===== config.mk =====
export PLATFORM = sky130hd
export DESIGN_NAME = reset_cause_and_periodic_wake
export DESIGN_NICKNAME = d
export VERILOG_FILES = /design/src/logic/rcw_pkg.sv /design/src/logic/rcw_timer_if.sv /design/src/logic/periodic_wake_timer.sv /design/src/logic/reset_cause_and_periodic_wake.sv
export VERILOG_INCLUDE_DIRS = /design/src /design/src/logic
export SDC_FILE = /design/constraint.sdc
export NUM_CORES = 1
export LEC_CHECK = 0
export BUFFER_PORTS_ARGS = -buffer_cell sky130_fd_sc_hd__buf_2
export CAP_MARGIN = 30
export CORE_UTILIZATION = 40
export DETAILED_ROUTE_END_ITERATION = 10
export GPL_TIMING_DRIVEN = 0
export SLEW_MARGIN = 30
export SYNTH_ARGS = -nofsm -noshare
export SYNTH_HDL_FRONTEND = slang
export SYNTH_SLANG_ARGS = --single-unit

===== constraint.sdc =====
create_clock -name sys_clk -period 1.95 [get_ports sys_clk]
set_input_delay 0.2925 -clock sys_clk [delete_from_list [all_inputs] [get_ports sys_clk]]
set_output_delay 0.2925 -clock sys_clk [all_outputs]
set_load 0.01 [all_outputs]

===== src/logic/rcw_consts.svh =====
`ifndef RCW_CONSTS_SVH
`define RCW_CONSTS_SVH

// ------------------------------------------------------------------
// Register addresses
// ------------------------------------------------------------------
`define RCW_ADDR_CAUSE       8'h00
`define RCW_ADDR_PWR_CTRL    8'h01
`define RCW_ADDR_WAKE_CTRL   8'h02
`define RCW_ADDR_EXT_REF     8'h03
`define RCW_ADDR_EV_STATUS   8'h04
`define RCW_ADDR_EV_MASK     8'h05

// ------------------------------------------------------------------
// Reset-cause bit positions and the power-on value
// ------------------------------------------------------------------
`define RCW_CAUSE_POR        7
`define RCW_CAUSE_PIN        6
`define RCW_CAUSE_WDOG       5
`define RCW_CAUSE_BAD_OP     4
`define RCW_CAUSE_BAD_ADDR   3
`define RCW_CAUSE_LOWV       1
`define RCW_CAUSE_POR_VALUE  8'h82

// ------------------------------------------------------------------
// Control field positions
// ------------------------------------------------------------------
`define RCW_PWR_DET_EN       0
`define RCW_PWR_IRQ_EN       1
`define RCW_PWR_RST_EN       2
`define RCW_PWR_FLAG         3
`define RCW_PWR_ACK          4
`define RCW_WAKE_FLAG        7
`define RCW_WAKE_ACK         6
`define RCW_WAKE_CLK_SEL     5
`define RCW_WAKE_IRQ_EN      4
`define RCW_EXT_CLK_EN       0
`define RCW_EXT_STOP_EN      1
`define RCW_EV_LOWV          0
`define RCW_EV_WAKE          1

// ------------------------------------------------------------------
// Wakeup terminal counts (period minus one) in ticks of the selected 1 kHz-class source
// ------------------------------------------------------------------
`define RCW_PERIOD_1         10'd7
`define RCW_PERIOD_2         10'd31
`define RCW_PERIOD_3         10'd63
`define RCW_PERIOD_4         10'd127
`define RCW_PERIOD_5         10'd255
`define RCW_PERIOD_6         10'd511
`define RCW_PERIOD_7         10'd1023

`endif


===== src/logic/rcw_pkg.sv =====
package rcw_pkg;

    // ------------------------------------------------------------------
    // Complete state of the control block, registered as one word.
    // ------------------------------------------------------------------
    typedef struct packed {
        logic [7:0] cause;          // Reset-cause record.
        logic       lowv_detect_en; // Low-voltage detector enable.
        logic       lowv_irq_en;    // Low-voltage interrupt enable.
        logic       lowv_reset_en;  // Low-voltage reset enable.
        logic       lowv_flag;      // Low-voltage event flag.
        logic       periodic_flag;  // Periodic wakeup flag.
        logic       clk_sel;        // Periodic clock select.
        logic       pirq_en;        // Periodic interrupt enable.
        logic [2:0] rate;           // Periodic rate select.
        logic       ext_clk_en;     // External reference clock enable.
        logic       ext_stop_en;    // External reference stop enable.
        logic [1:0] ev_status;      // Sticky interrupt status.
        logic [1:0] ev_mask;        // Interrupt mask.
        logic [7:0] rdata;          // Read data, valid one cycle.
        logic       wd_restart;     // Watchdog restart pulse.
        logic       reset_req;      // Reset request pulse.
    } ctl_state_t;

endpackage


===== src/logic/rcw_timer_if.sv =====
`timescale 1ns/1ps

// ------------------------------------------------------------------
// Link between the control registers and the periodic timer.
// ------------------------------------------------------------------
interface rcw_timer_if;
    logic       clk_sel;   // Low picks the internal tick, high the external.
    logic [2:0] rate;      // Zero stops the timer.
    logic       tick_int;  // Internal 1 kHz tick, one cycle.
    logic       tick_ext;  // External reference tick, one cycle.
    logic       wake;      // One-cycle pulse at the end of a period.

    modport ctrl  (output clk_sel, output rate, output tick_int, output tick_ext,
                   input wake);
    modport timer (input clk_sel, input rate, input tick_int, input tick_ext,
                   output wake);
endinterface


===== src/logic/periodic_wake_timer.sv =====
`timescale 1ns/1ps
`include "rcw_consts.svh"

module periodic_wake_timer
    import rcw_pkg::*;
#(
    parameter int COUNT_W = 10
) (
    // Clock and reset.
    input  wire logic   sys_clk,
    input  wire logic   reset_n,
    // Control side.
    rcw_timer_if.timer  tmr
);

    // ------------------------------------------------------------------
    // Elaboration check
    // ------------------------------------------------------------------
    if (COUNT_W < 10) begin : g_bad_width
        $error("periodic_wake_timer: COUNT_W must hold the longest period");
    end

    typedef struct packed {
        logic [COUNT_W-1:0] count;     // Ticks seen in this period.
        logic [2:0]         last_rate; // Rate of the previous cycle.
        logic               wake;      // Registered wake pulse.
    } tmr_state_t;

    tmr_state_t st_r;
    tmr_state_t st_nxt;
    logic       tick;                  // Tick of the selected source.
    logic [9:0] limit;                 // Terminal count for the rate.

    // The source choice decides which tick advances the count.
    always_comb begin
        tick = tmr.clk_sel ? tmr.tick_ext : tmr.tick_int;
        case (tmr.rate)
            3'h1:    limit = `RCW_PERIOD_1;
            3'h2:    limit = `RCW_PERIOD_2;
            3'h3:    limit = `RCW_PERIOD_3;
            3'h4:    limit = `RCW_PERIOD_4;
            3'h5:    limit = `RCW_PERIOD_5;
            3'h6:    limit = `RCW_PERIOD_6;
            3'h7:    limit = `RCW_PERIOD_7;
            default: limit = 10'h000;
        endcase
    end

    // Counting runs in every power mode: no mode input gates it.
    always_comb begin
        st_nxt           = st_r;
        st_nxt.wake      = 1'b0;
        st_nxt.last_rate = tmr.rate;
        if (tmr.rate == 3'h0 || tmr.rate != st_r.last_rate) begin
            // A rate of zero holds the timer idle; a new rate restarts it.
            st_nxt.count = '0;
        end else if (tick) begin
            if (st_r.count[9:0] == limit) begin
                st_nxt.count = '0;
                st_nxt.wake  = 1'b1;
            end else begin
                st_nxt.count = st_r.count + 1'b1;
            end
        end
    end

    // State register.
    always_ff @(posedge sys_clk or negedge reset_n) begin
        if (!reset_n) begin
            st_r <= '0;
        end else begin
            st_r <= st_nxt;
        end
    end

    assign tmr.wake = st_r.wake;

endmodule


===== src/logic/reset_cause_and_periodic_wake.sv =====
// The register offsets and the plain strobed port were chosen for this implementation.
`timescale 1ns/1ps
`include "rcw_consts.svh"

module reset_cause_and_periodic_wake
    import rcw_pkg::*;
#(
    parameter int ADDR_W = 8,
    parameter int DATA_W = 8
) (
    // Clock and reset.
    input  wire logic              sys_clk,
    input  wire logic              reset_n,
    // Register port.
    input  wire logic [ADDR_W-1:0] reg_addr,
    input  wire logic [DATA_W-1:0] reg_wdata,
    input  wire logic              reg_wr,
    input  wire logic              reg_rd,
    output logic      [DATA_W-1:0] reg_rdata,
    // Reset sources.
    input  wire logic              reset_pin_n,
    input  wire logic              watchdog_timeout,
    input  wire logic              watchdog_en,
    input  wire logic              bad_opcode_event,
    input  wire logic              stop_exec,
    input  wire logic              stop_allow,
    input  wire logic              background_halt_instr,
    input  wire logic              debug_mode_en,
    input  wire logic              bad_address_event,
    input  wire logic              debug_forced_reset,
    // Supply monitor.
    input  wire logic              low_supply,
    // Periodic timer ticks.
    input  wire logic              tick_1khz,
    input  wire logic              ext_ref_tick,
    // Outputs to the rest of the system.
    output logic                   sys_reset_req,
    output logic                   watchdog_restart,
    output logic                   lowv_irq_req,
    output logic                   periodic_irq_req,
    output logic                   ext_ref_clk_en,
    output logic                   ext_ref_stop_en,
    output logic                   irq
);

    // ------------------------------------------------------------------
    // Elaboration checks
    // ------------------------------------------------------------------
    // The register map decodes eight address bits and eight data bits.
    if (ADDR_W != 8) begin : g_bad_addr
        $error("reset_cause_and_periodic_wake: ADDR_W must be 8");
    end
    if (DATA_W != 8) begin : g_bad_data
        $error("reset_cause_and_periodic_wake: DATA_W must be 8");
    end

    // ------------------------------------------------------------------
    // Declarations
    // ------------------------------------------------------------------
    ctl_state_t st_r;          // Registered state.
    ctl_state_t st_nxt;        // Next state.
    rcw_timer_if tmr_if ();    // Link to the periodic timer.

    logic       wr_cause;      // Write to the cause address.
    logic       wr_pwr;        // Write to the power control register.
    logic       wr_wake;       // Write to the periodic control register.
    logic       wr_ext;        // Write to the external reference register.
    logic       wr_mask;       // Write to the interrupt mask register.
    logic       rd_status;     // Read of the sticky status register.
    logic       lowv_trip;     // Supply low with the detector on.
    logic       lowv_rst;      // Low-voltage reset source.
    logic       lowv_irq_ev;   // Low-voltage interrupt event.
    logic       pin_rst;       // Reset pin source.
    logic       wdog_rst;      // Watchdog source.
    logic       bad_op_rst;    // Illegal opcode source.
    logic       reset_entry;   // Any reset source active this cycle.
    logic [1:0] ev_set;        // Events that set sticky status.
    logic [7:0] cause_new;     // Cause value captured at reset entry.
    logic [7:0] rd_value;      // Read data before registering.

    // ------------------------------------------------------------------
    // Address decode
    // ------------------------------------------------------------------
    // Strobes never coincide, so each decode is a plain match.
    always_comb begin
        wr_cause  = reg_wr && (reg_addr == `RCW_ADDR_CAUSE);
        wr_pwr    = reg_wr && (reg_addr == `RCW_ADDR_PWR_CTRL);
        wr_wake   = reg_wr && (reg_addr == `RCW_ADDR_WAKE_CTRL);
        wr_ext    = reg_wr && (reg_addr == `RCW_ADDR_EXT_REF);
        wr_mask   = reg_wr && (reg_addr == `RCW_ADDR_EV_MASK);
        rd_status = reg_rd && (reg_addr == `RCW_ADDR_EV_STATUS);
    end

    // ------------------------------------------------------------------
    // Reset sources
    // ------------------------------------------------------------------
    // The watchdog and low-voltage sources are qualified by their enables; the pin, bad-address and debug sources are not.
    always_comb begin
        lowv_trip   = low_supply && st_r.lowv_detect_en;
        // Reset mode and interrupt mode are mutually exclusive by the
        // reset enable, so one low supply never gives both.
        lowv_rst    = lowv_trip && st_r.lowv_reset_en;
        lowv_irq_ev = lowv_trip && st_r.lowv_irq_en && !st_r.lowv_reset_en;
        pin_rst     = !reset_pin_n;
        wdog_rst    = watchdog_timeout && watchdog_en;
        // A stop that is not allowed and a halt without debug mode are
        // illegal opcodes too.
        bad_op_rst  = bad_opcode_event
                      || (stop_exec && !stop_allow)
                      || (background_halt_instr && !debug_mode_en);
        reset_entry = pin_rst || wdog_rst || bad_op_rst || bad_address_event
                      || lowv_rst || debug_forced_reset;
    end

    // ------------------------------------------------------------------
    // Cause capture
    // ------------------------------------------------------------------
    // Every active source sets its bit and every inactive one clears
    // it. The power-on bit survives a low-voltage reset, as the supply
    // was already low; any other reset clears it.
    always_comb begin
        cause_new                       = 8'h00;
        cause_new[`RCW_CAUSE_POR]       = lowv_rst && st_r.cause[`RCW_CAUSE_POR];
        cause_new[`RCW_CAUSE_PIN]       = pin_rst;
        cause_new[`RCW_CAUSE_WDOG]      = wdog_rst;
        cause_new[`RCW_CAUSE_BAD_OP]    = bad_op_rst;
        cause_new[`RCW_CAUSE_BAD_ADDR]  = bad_address_event;
        cause_new[`RCW_CAUSE_LOWV]      = lowv_rst;
    end

    // ------------------------------------------------------------------
    // Interrupt events
    // ------------------------------------------------------------------
    // The periodic event only reaches the status register while its
    // local enable is set, so a masked timer cannot wake the core.
    always_comb begin
        ev_set               = 2'h0;
        ev_set[`RCW_EV_LOWV] = lowv_irq_ev;
        ev_set[`RCW_EV_WAKE] = tmr_if.wake && st_r.pirq_en;
    end

    // ------------------------------------------------------------------
    // Read multiplexer
    // ------------------------------------------------------------------
    // Unmapped addresses and write-only bits read as zero.
    always_comb begin
        rd_value = 8'h00;
        case (reg_addr)
            `RCW_ADDR_CAUSE: begin
                rd_value = st_r.cause;
            end
            `RCW_ADDR_PWR_CTRL: begin
                rd_value[`RCW_PWR_DET_EN] = st_r.lowv_detect_en;
                rd_value[`RCW_PWR_IRQ_EN] = st_r.lowv_irq_en;
                rd_value[`RCW_PWR_RST_EN] = st_r.lowv_reset_en;
                rd_value[`RCW_PWR_FLAG]   = st_r.lowv_flag;
            end
            `RCW_ADDR_WAKE_CTRL: begin
                // The acknowledge bit position always reads zero.
                rd_value[`RCW_WAKE_FLAG]    = st_r.periodic_flag;
                rd_value[`RCW_WAKE_CLK_SEL] = st_r.clk_sel;
                rd_value[`RCW_WAKE_IRQ_EN]  = st_r.pirq_en;
                rd_value[2:0]               = st_r.rate;
            end
            `RCW_ADDR_EXT_REF: begin
                rd_value[`RCW_EXT_CLK_EN]  = st_r.ext_clk_en;
                rd_value[`RCW_EXT_STOP_EN] = st_r.ext_stop_en;
            end
            `RCW_ADDR_EV_STATUS: begin
                rd_value[1:0] = st_r.ev_status;
            end
            `RCW_ADDR_EV_MASK: begin
                rd_value[1:0] = st_r.ev_mask;
            end
            default: begin
                rd_value = 8'h00;
            end
        endcase
    end

    // ------------------------------------------------------------------
    // Next-state logic
    // ------------------------------------------------------------------
    always_comb begin
        st_nxt            = st_r;
        st_nxt.rdata      = reg_rd ? rd_value : 8'h00;
        st_nxt.wd_restart = wr_cause;
        st_nxt.reset_req  = reset_entry;

        // Cause record: no write path exists, only reset entry updates it.
        if (debug_forced_reset) begin
            st_nxt.cause = 8'h00;
        end else if (reset_entry) begin
            st_nxt.cause = cause_new;
        end

        // Power control register; the acknowledge bit clears the flag.
        if (wr_pwr) begin
            st_nxt.lowv_detect_en = reg_wdata[`RCW_PWR_DET_EN];
            st_nxt.lowv_irq_en    = reg_wdata[`RCW_PWR_IRQ_EN];
            st_nxt.lowv_reset_en  = reg_wdata[`RCW_PWR_RST_EN];
            if (reg_wdata[`RCW_PWR_ACK]) begin
                st_nxt.lowv_flag = 1'b0;
            end
        end
        // A new low-voltage event wins over an acknowledge.
        if (lowv_irq_ev) begin
            st_nxt.lowv_flag = 1'b1;
        end

        // Periodic control register.
        if (wr_wake) begin
            st_nxt.clk_sel = reg_wdata[`RCW_WAKE_CLK_SEL];
            st_nxt.pirq_en = reg_wdata[`RCW_WAKE_IRQ_EN];
            st_nxt.rate    = reg_wdata[2:0];
            if (reg_wdata[`RCW_WAKE_ACK]) begin
                st_nxt.periodic_flag = 1'b0;
            end
        end
        // The wake pulse wins over an acknowledge in the same cycle.
        if (tmr_if.wake) begin
            st_nxt.periodic_flag = 1'b1;
        end

        // External reference enables are plain software bits.
        if (wr_ext) begin
            st_nxt.ext_clk_en  = reg_wdata[`RCW_EXT_CLK_EN];
            st_nxt.ext_stop_en = reg_wdata[`RCW_EXT_STOP_EN];
        end

        // Interrupt mask.
        if (wr_mask) begin
            st_nxt.ev_mask = reg_wdata[1:0];
        end

        // Sticky status: a read clears it, a coincident event stays set.
        if (rd_status) begin
            st_nxt.ev_status = 2'h0;
        end
        st_nxt.ev_status = st_nxt.ev_status | ev_set;
    end

    // ------------------------------------------------------------------
    // State register
    // ------------------------------------------------------------------
    // The asynchronous reset is the power-on reset of this always-on
    // block; internal resets are recorded, never applied here.
    always_ff @(posedge sys_clk or negedge reset_n) begin
        if (!reset_n) begin
            st_r       <= '0;
            st_r.cause <= `RCW_CAUSE_POR_VALUE;
        end else begin
            st_r <= st_nxt;
        end
    end

    // ------------------------------------------------------------------
    // Periodic timer
    // ------------------------------------------------------------------
    // Ticks are passed straight through; the timer keeps counting
    // whatever the core's power mode, as no mode input reaches it.
    assign tmr_if.clk_sel  = st_r.clk_sel;
    assign tmr_if.rate     = st_r.rate;
    assign tmr_if.tick_int = tick_1khz;
    assign tmr_if.tick_ext = ext_ref_tick;

    periodic_wake_timer #(
        .COUNT_W (10)
    ) u_timer (
        .sys_clk (sys_clk),
        .reset_n (reset_n),
        .tmr     (tmr_if.timer)
    );

    // ------------------------------------------------------------------
    // Outputs
    // ------------------------------------------------------------------
    // Bits two and zero of the cause record are never set by any path.
    assign reg_rdata        = st_r.rdata;
    assign sys_reset_req    = st_r.reset_req;
    assign watchdog_restart = st_r.wd_restart;
    assign lowv_irq_req     = st_r.lowv_flag && st_r.lowv_irq_en;
    assign periodic_irq_req = st_r.periodic_flag && st_r.pirq_en;
    assign ext_ref_clk_en   = st_r.ext_clk_en;
    assign ext_ref_stop_en  = st_r.ext_stop_en;
    // One level interrupt while any unmasked sticky bit is set.
    assign irq              = |(st_r.ev_status & st_r.ev_mask);

endmodule


* Word level (Yosys, flattened, before mapping) *
Index checks and enable logic that the tools add are counted.

storage, ports and cells
  word-level logic and storage cells = 100
  bits in read-only memories = 0
  memory bits (writable) = 0
  memories kept = 0
  input bits = 33
  output and inout port bits = 15
  register bits after elaboration = 48
  bits in latches = 0

cells by class
  $mul = 0
  order comparisons = 0
  muxes and demuxes = 24
  bitwise operators = 2
  $add $sub $neg = 1
  shift-type cells = 0
  divide/modulo/power cells = 0
  reductions and logical operators = 40
  eq/ne operators = 14

operator list
  operator                                              number
  case mux 10 bit (7 select lines)                      1
  two-way mux 10 bit                                    3
  two-way mux 8 bit                                     3
  logical AND 1 bit                                     17
  equality test 8 x 2 -> 1 bit (second input constant)  2
  equality test 8 x 3 -> 1 bit (second input constant)  2
  equality test 3 bit (second input constant)           4
  case mux 2 bit (6 select lines)                       1
  nonzero test 2 bit                                    6
  adder 10 x 1 -> 10 bit (second input constant)        1
  equality test 10 bit                                  1
  two-way mux 1 bit                                     10
  equality test 8 x 1 -> 1 bit (second input constant)  1
  logical NOT 8 bit                                     1
  logical OR 1 bit                                      8
  equality test 3 x 2 -> 1 bit (second input constant)  2
  two-way mux 6 bit                                     1
  logical NOT 1 bit                                     4
  case mux 1 bit (2 select lines)                       2
  case mux 2 bit (2 select lines)                       1
  AND reduction 2 bit                                   2
  equality test 3 x 1 -> 1 bit (second input constant)  1
  logical NOT 3 bit                                     1
  != test 3 bit                                         1
  other kinds (5)                                       5

* Longest topological paths before layout *
  word-level depth = 10
  mapped depth = 8
  gate-level depth less buffers = 7

* Hierarchy *
A second synthesis with hierarchy kept.

second synthesis, totals
  cells, all modules = 240
  area, all modules = 2452.4 um^2

by module, submodules not included
  module                         times used  area an instance (um^2)  seq. area each (um^2)  cells an instance
  reset_cause_and_periodic_wake  1           1529.0                   803.3                  135
  periodic_wake_timer            1           923.4                    350.3                  105

* Worst setup path after synthesis *
OpenSTA, ideal clock, no wires.

  path type = reg2reg
  start point = register st_r (netlist bit tmr_if.rate[0])
  end point = register u_timer.st_r[13] (netlist name)
  data arrival time = 1919 ps
  data required time = 1829 ps
  cell stages (with the launch flop) = 7
  period minus slack after synthesis = 2040 ps
  path buffers = 1
  slack = -90 ps
  setup time = 121 ps
  cell sequence = dfrtp_1 -> buf_6 -> or3_1 -> a221o_1 -> or3_4 -> a31o_1 -> a22o_1

between the ends
  word-level cells in the longest chain between the ends = 6
  elaborated cells on any way between the ends = 16
  those cells by class = eq/ne: 9; mux: 4; reduce/logical: 3

RTL lines
  what                                         line                                  text
  from (decl)                                  reset_cause_and_periodic_wake.sv:60   ctl_state_t st_r;
  from (signal assigned)                       reset_cause_and_periodic_wake.sv:253  st_r <= st_nxt;
  equality test 3 bit (tied with other cells)  periodic_wake_timer.sv:37             case (tmr.rate)
  case mux 10 bit (7 select lines)             periodic_wake_timer.sv:37
  equality test 10 bit                         periodic_wake_timer.sv:58             if (st_r.count[9:0] == limit) begin
  two-way mux 10 bit                           periodic_wake_timer.sv:58
  two-way mux 10 bit                           periodic_wake_timer.sv:57             end else if (tick) begin
  two-way mux 10 bit                           periodic_wake_timer.sv:54             if (tmr.rate == 3'h0 || tmr.rate != st_r.last_rate) begin
  to (signal assigned)                         periodic_wake_timer.sv:72             st_r <= st_nxt;
  to (decl)                                    periodic_wake_timer.sv:29             tmr_state_t st_r;

Parallel ways exist; a longest one is shown, timed or not. The select of a mux whose other input is x is not followed.
A chain may end at the register's enable or synchronous reset.

* Final worst setup path *
Ends and elaborated chain as after synthesis.

==> summary.md <==
| Metric | Value |
|---|---|
| Sw Share | `25.2%` |
| Share of the synthesized area in the top cell type | `47.4%` |
| CP startpoint kind | `flip-flop` |
| CTS root buffer | `clkbuf_8` |
| Cell count after synthesis | `225` |
| Adder-Cell Fraction of Synth Area | `0.539%` |
| Reg power frac | `54.5%` |
| Actual slew at the worst max-slew pin | `539 ps` |
| CTS max path bufs | `2` |
| Status | `finished, violations left` |
| Vias in the first global route | `1852` |
| Synth Area in Simple Gates | `18.6%` |
| Critical path's largest stage delay | `390 ps` |
| Max IR drop VDD | `0.000332 V` |
| Pin count of the biggest net entering global routing | `47` |
| TritonCTS clock tree | `done` |
| Clk pin slew, worst setup/hold paths | `80 ps` |
| CTS buffer count | `5` |
| Worst EP required | `2140 ps` |
| Mux contribution to synthesized area | `10.7%` |
| Sink Count | `46` |
| Overall power | `1.86 mW` |
| Syn avg cell area | `10.3 um^2` |
| Period minus WS final | `2070 ps` |
| Initial antenna violation count | `0` |
| Number of flops mapped to enable cells by yosys | `0` |
| Path type of the worst setup path | `reg -> reg` |
| Yosys reg bits | `46` |
| Final clock period utilization by the worst path | `106%` |
| XOR/XNOR Fraction of Synth Area | `0.754%` |
| Worst path arrival time | `2260 ps` |
| Number of library cell types mapped by synthesis | `50` |
| Logic pwr share | `13.3%` |
| Post-DP HPWL | `3.61 mm` |
| Area Overhead vs Synth | `21.9%` |
| Proportion of layout cells with a drive suffix above 1 | `35.0%` |
| Final worst-path setup slack | `-117 ps` |
| Drt via density | `5.30` |
| Clk pwr share | `32.1%` |
| Placed cell areas | `2640 um^2` |
| Hold Buf Count CTS | `0` |
| Inserted Diodes | `0` |
| Design area | `2830 um^2` |
| Worst path cell trace | `buf_6 -> or3_4 -> a221o_1 -> or3_4 -> a31o_1 -> a22o_1` |
| Dominant cell type by area after synthesis | `dfrtp_1` |
| Wirelength per Cell | `14.4 um` |
| Wire length of the first global-routing pass | `8.86 mm` |
| Clock Latency Late Sink | `300 ps` |
| Slew headroom | `63.0%` |
| # setup viols final | `8` |
| Synth Net Count | `259` |
| Synth warn | `0` |
| Fin Setup TNS | `-476 ps` |
| Synthesized area | `2320 um^2` |
| Leak | `1.37 nW` |
| Drc violations | `0` |
| R2r startpoint | `tmr_if.rate[0]$_DFFE_PN0P_` |
| DRT Wirelength | `5.13 mm` |
| Number of port buffers | `45` |
| Ys flop type | `dfrtp_1` |
| Post-synthesis sequential area ratio | `49.6%` |
| Ys async rst share | `100%` |
| CP Capture Type | `flip-flop` |
| Main combinational cell family by area after synthesis | `simple AND/OR/NAND/NOR gates` |
| Most frequent cell after synthesis | `dfrtp_1` |
| 1st-iter DRT viols | `86` |
| FMAX | `484 MHz` |
| Max Clock Skew | `4.89 ps` |
| Unrepaired setup endpoints after global routing | `true` |
| Final Max Slew Viols | `0` |
| MaxCap Viol Count | `0` |
| Worst-path fanout max | `8` |
| Min-delay worst type | `in -> async` |
| Synth area leaders | `dfrtp_1, mux2_2, mux2i_1` |
| RePlAce Congestion | `0.887` |
| Final hold vios | `7` |
| Final nets | `316` |
| Most frequent CP cell | `or3_4` |
| Total grt overflow | `0` |
| ANT nets after route | `0` |
| Slowest CP cell | `dfrtp_1` |
| Core ar. | `5540 um^2` |
| # rows | `27` |
| Net switching power | `467 uW` |
| Synth Area in Compound Gates | `14.5%` |
| # IOs | `48` |
| Die area | `6120 um^2` |
| DIE HEIGHT | `78.2 um` |
| CP startpoint | `tmr_if.rate[0]$_DFFE_PN0P_` |
| Die extent in x | `78.2 um` |
| Initial core utilization | `41.9%` |
| H-tree depth | `2` |
| Total Routing Usage GR | `18.8%` |
| Vias | `1882` |
| Internal | `1.39 mW` |
| Fin Hold WS | `-10.1 ps` |
| Synth cell count leaders | `dfrtp_1, nor2_1, nand2_1` |
| Violated checks | `negative hold slack, negative setup slack` |
| Power Density | `655 nW/um^2` |
| Pre-antenna DRT Iters | `4` |
[worst max-delay path, delay by kind of cell, from the launching register on]
kind	cells	cell delay (ps)
buffers and inverters	1	140
flip-flops	1	390
AND/OR/NAND/NOR	2	710
AO/OA/AOI/OAI	3	720
[final timing paths]
kind                                                      to  slack, ps  cells after the start
worst max-delay path            u_timer.st_r[13]$_DFFE_PN0P_       -120                      6
worst min-delay path                  reg_rdata[5]$_DFF_PN0_        -10                      1
worst max register to register  u_timer.st_r[13]$_DFFE_PN0P_       -120                      6
worst min register to register     u_timer.st_r[1]$_DFF_PN0_        400                      0
max in group asynchronous         tmr_if.rate[2]$_DFFE_PN0P_       1540                      1
min in group sys_clk                    st_r[32]$_DFFE_PN0P_        180                      2
[registers in the layout (all words and copies together) (netlist names)]
| signal | cells |
|---|---|
| st_r | 16 |
| u_timer.st_r | 13 |
| reg_rdata | 8 |
| tmr_if.rate | 3 |
| ext_ref_clk_en | 1 |
| ext_ref_stop_en | 1 |
| sys_reset_req | 1 |
| tmr_if.clk_sel | 1 |
| u_timer.tmr.wake | 1 |
| watchdog_restart | 1 |
[cell type report]
cell class	count	area, um^2
clock inverters	1	5.00
flip-flops and latches	46	1150
fillers	526	2710
plain buffers	17	113
well taps	72	90.1
clock buffers	7	86.3
multi-input cells	157	1090
inverters	5	18.8
repair buffers	50	273
[through the flow]
step                util, %  setup WS (ps)  cells
global route           51.1           -190    355
CTS                    50.5           -112    355
floorplan                 -          -90.0    225
global placement       47.6           -267    342
detailed placement     47.7           -273    342
finish                 51.1           -117    355
[cell families after synthesis]
logic type               Yosys count
AND/OR/NAND/NOR                   85
AO/OA/AOI/OAI                     47
flip-flops                        46
buffers and inverters             22
multiplexers                      22
XOR/XNOR                           2
adder cells (fa/ha/maj)            1
[power by group through the flow]
stage	sequential, mW	combinational, mW	clock [mW]
after floorplan	1.02	0.133	0
after global placement	1.03	0.218	0
after detailed placement	1.03	0.220	0
after CTS	1.01	0.244	0.623
after global routing	1.02	0.275	0.664
final	1.01	0.247	0.596
[layout by cell type (no fill, tap or decap), types with 2 or more instances in the layout]
cell,instances
nor2b_1,6
clkbuf_1,5
and2_1,2
a21o_1,3
nor3_1,8
buf_4,12
nand2_1,19
dfrtp_1,43
buf_6,4
mux2_2,12
and3_1,4
a221o_1,2
nand3_1,9
clkbuf_8,6
buf_2,45
a22o_1,7
xnor2_1,2
nor2_1,19
a21oi_1,13
or3_4,2
nor4_1,2
nand4_1,2
o21ai_2,3
o21ai_1,3
o21ai_0,2
mux2i_1,9
nand2b_1,3
clkbuf_2,2
inv_1,5
dfstp_2,2
[layer usage]
layer | up-vias | part of all wire (%) | global-route usage, %
met4 | 0 | 0.76 | 6.11
met2 | 49 | 49 | 30.6
met1 | 913 | 44 | 24.5
li1 | 916 | - | -
met5 | - | 0 | 0
met3 | 4 | 5.4 | 4.42
[timing repair]
action                                  in CTS  in global routing
gates resized for setup                      8                 14
endpoints found under the setup margin      11                 15
setup buffers                                5                  1
pin swaps                                    3                  2
cloned                                       0                  0
Power figures use the tool's default switching activity.
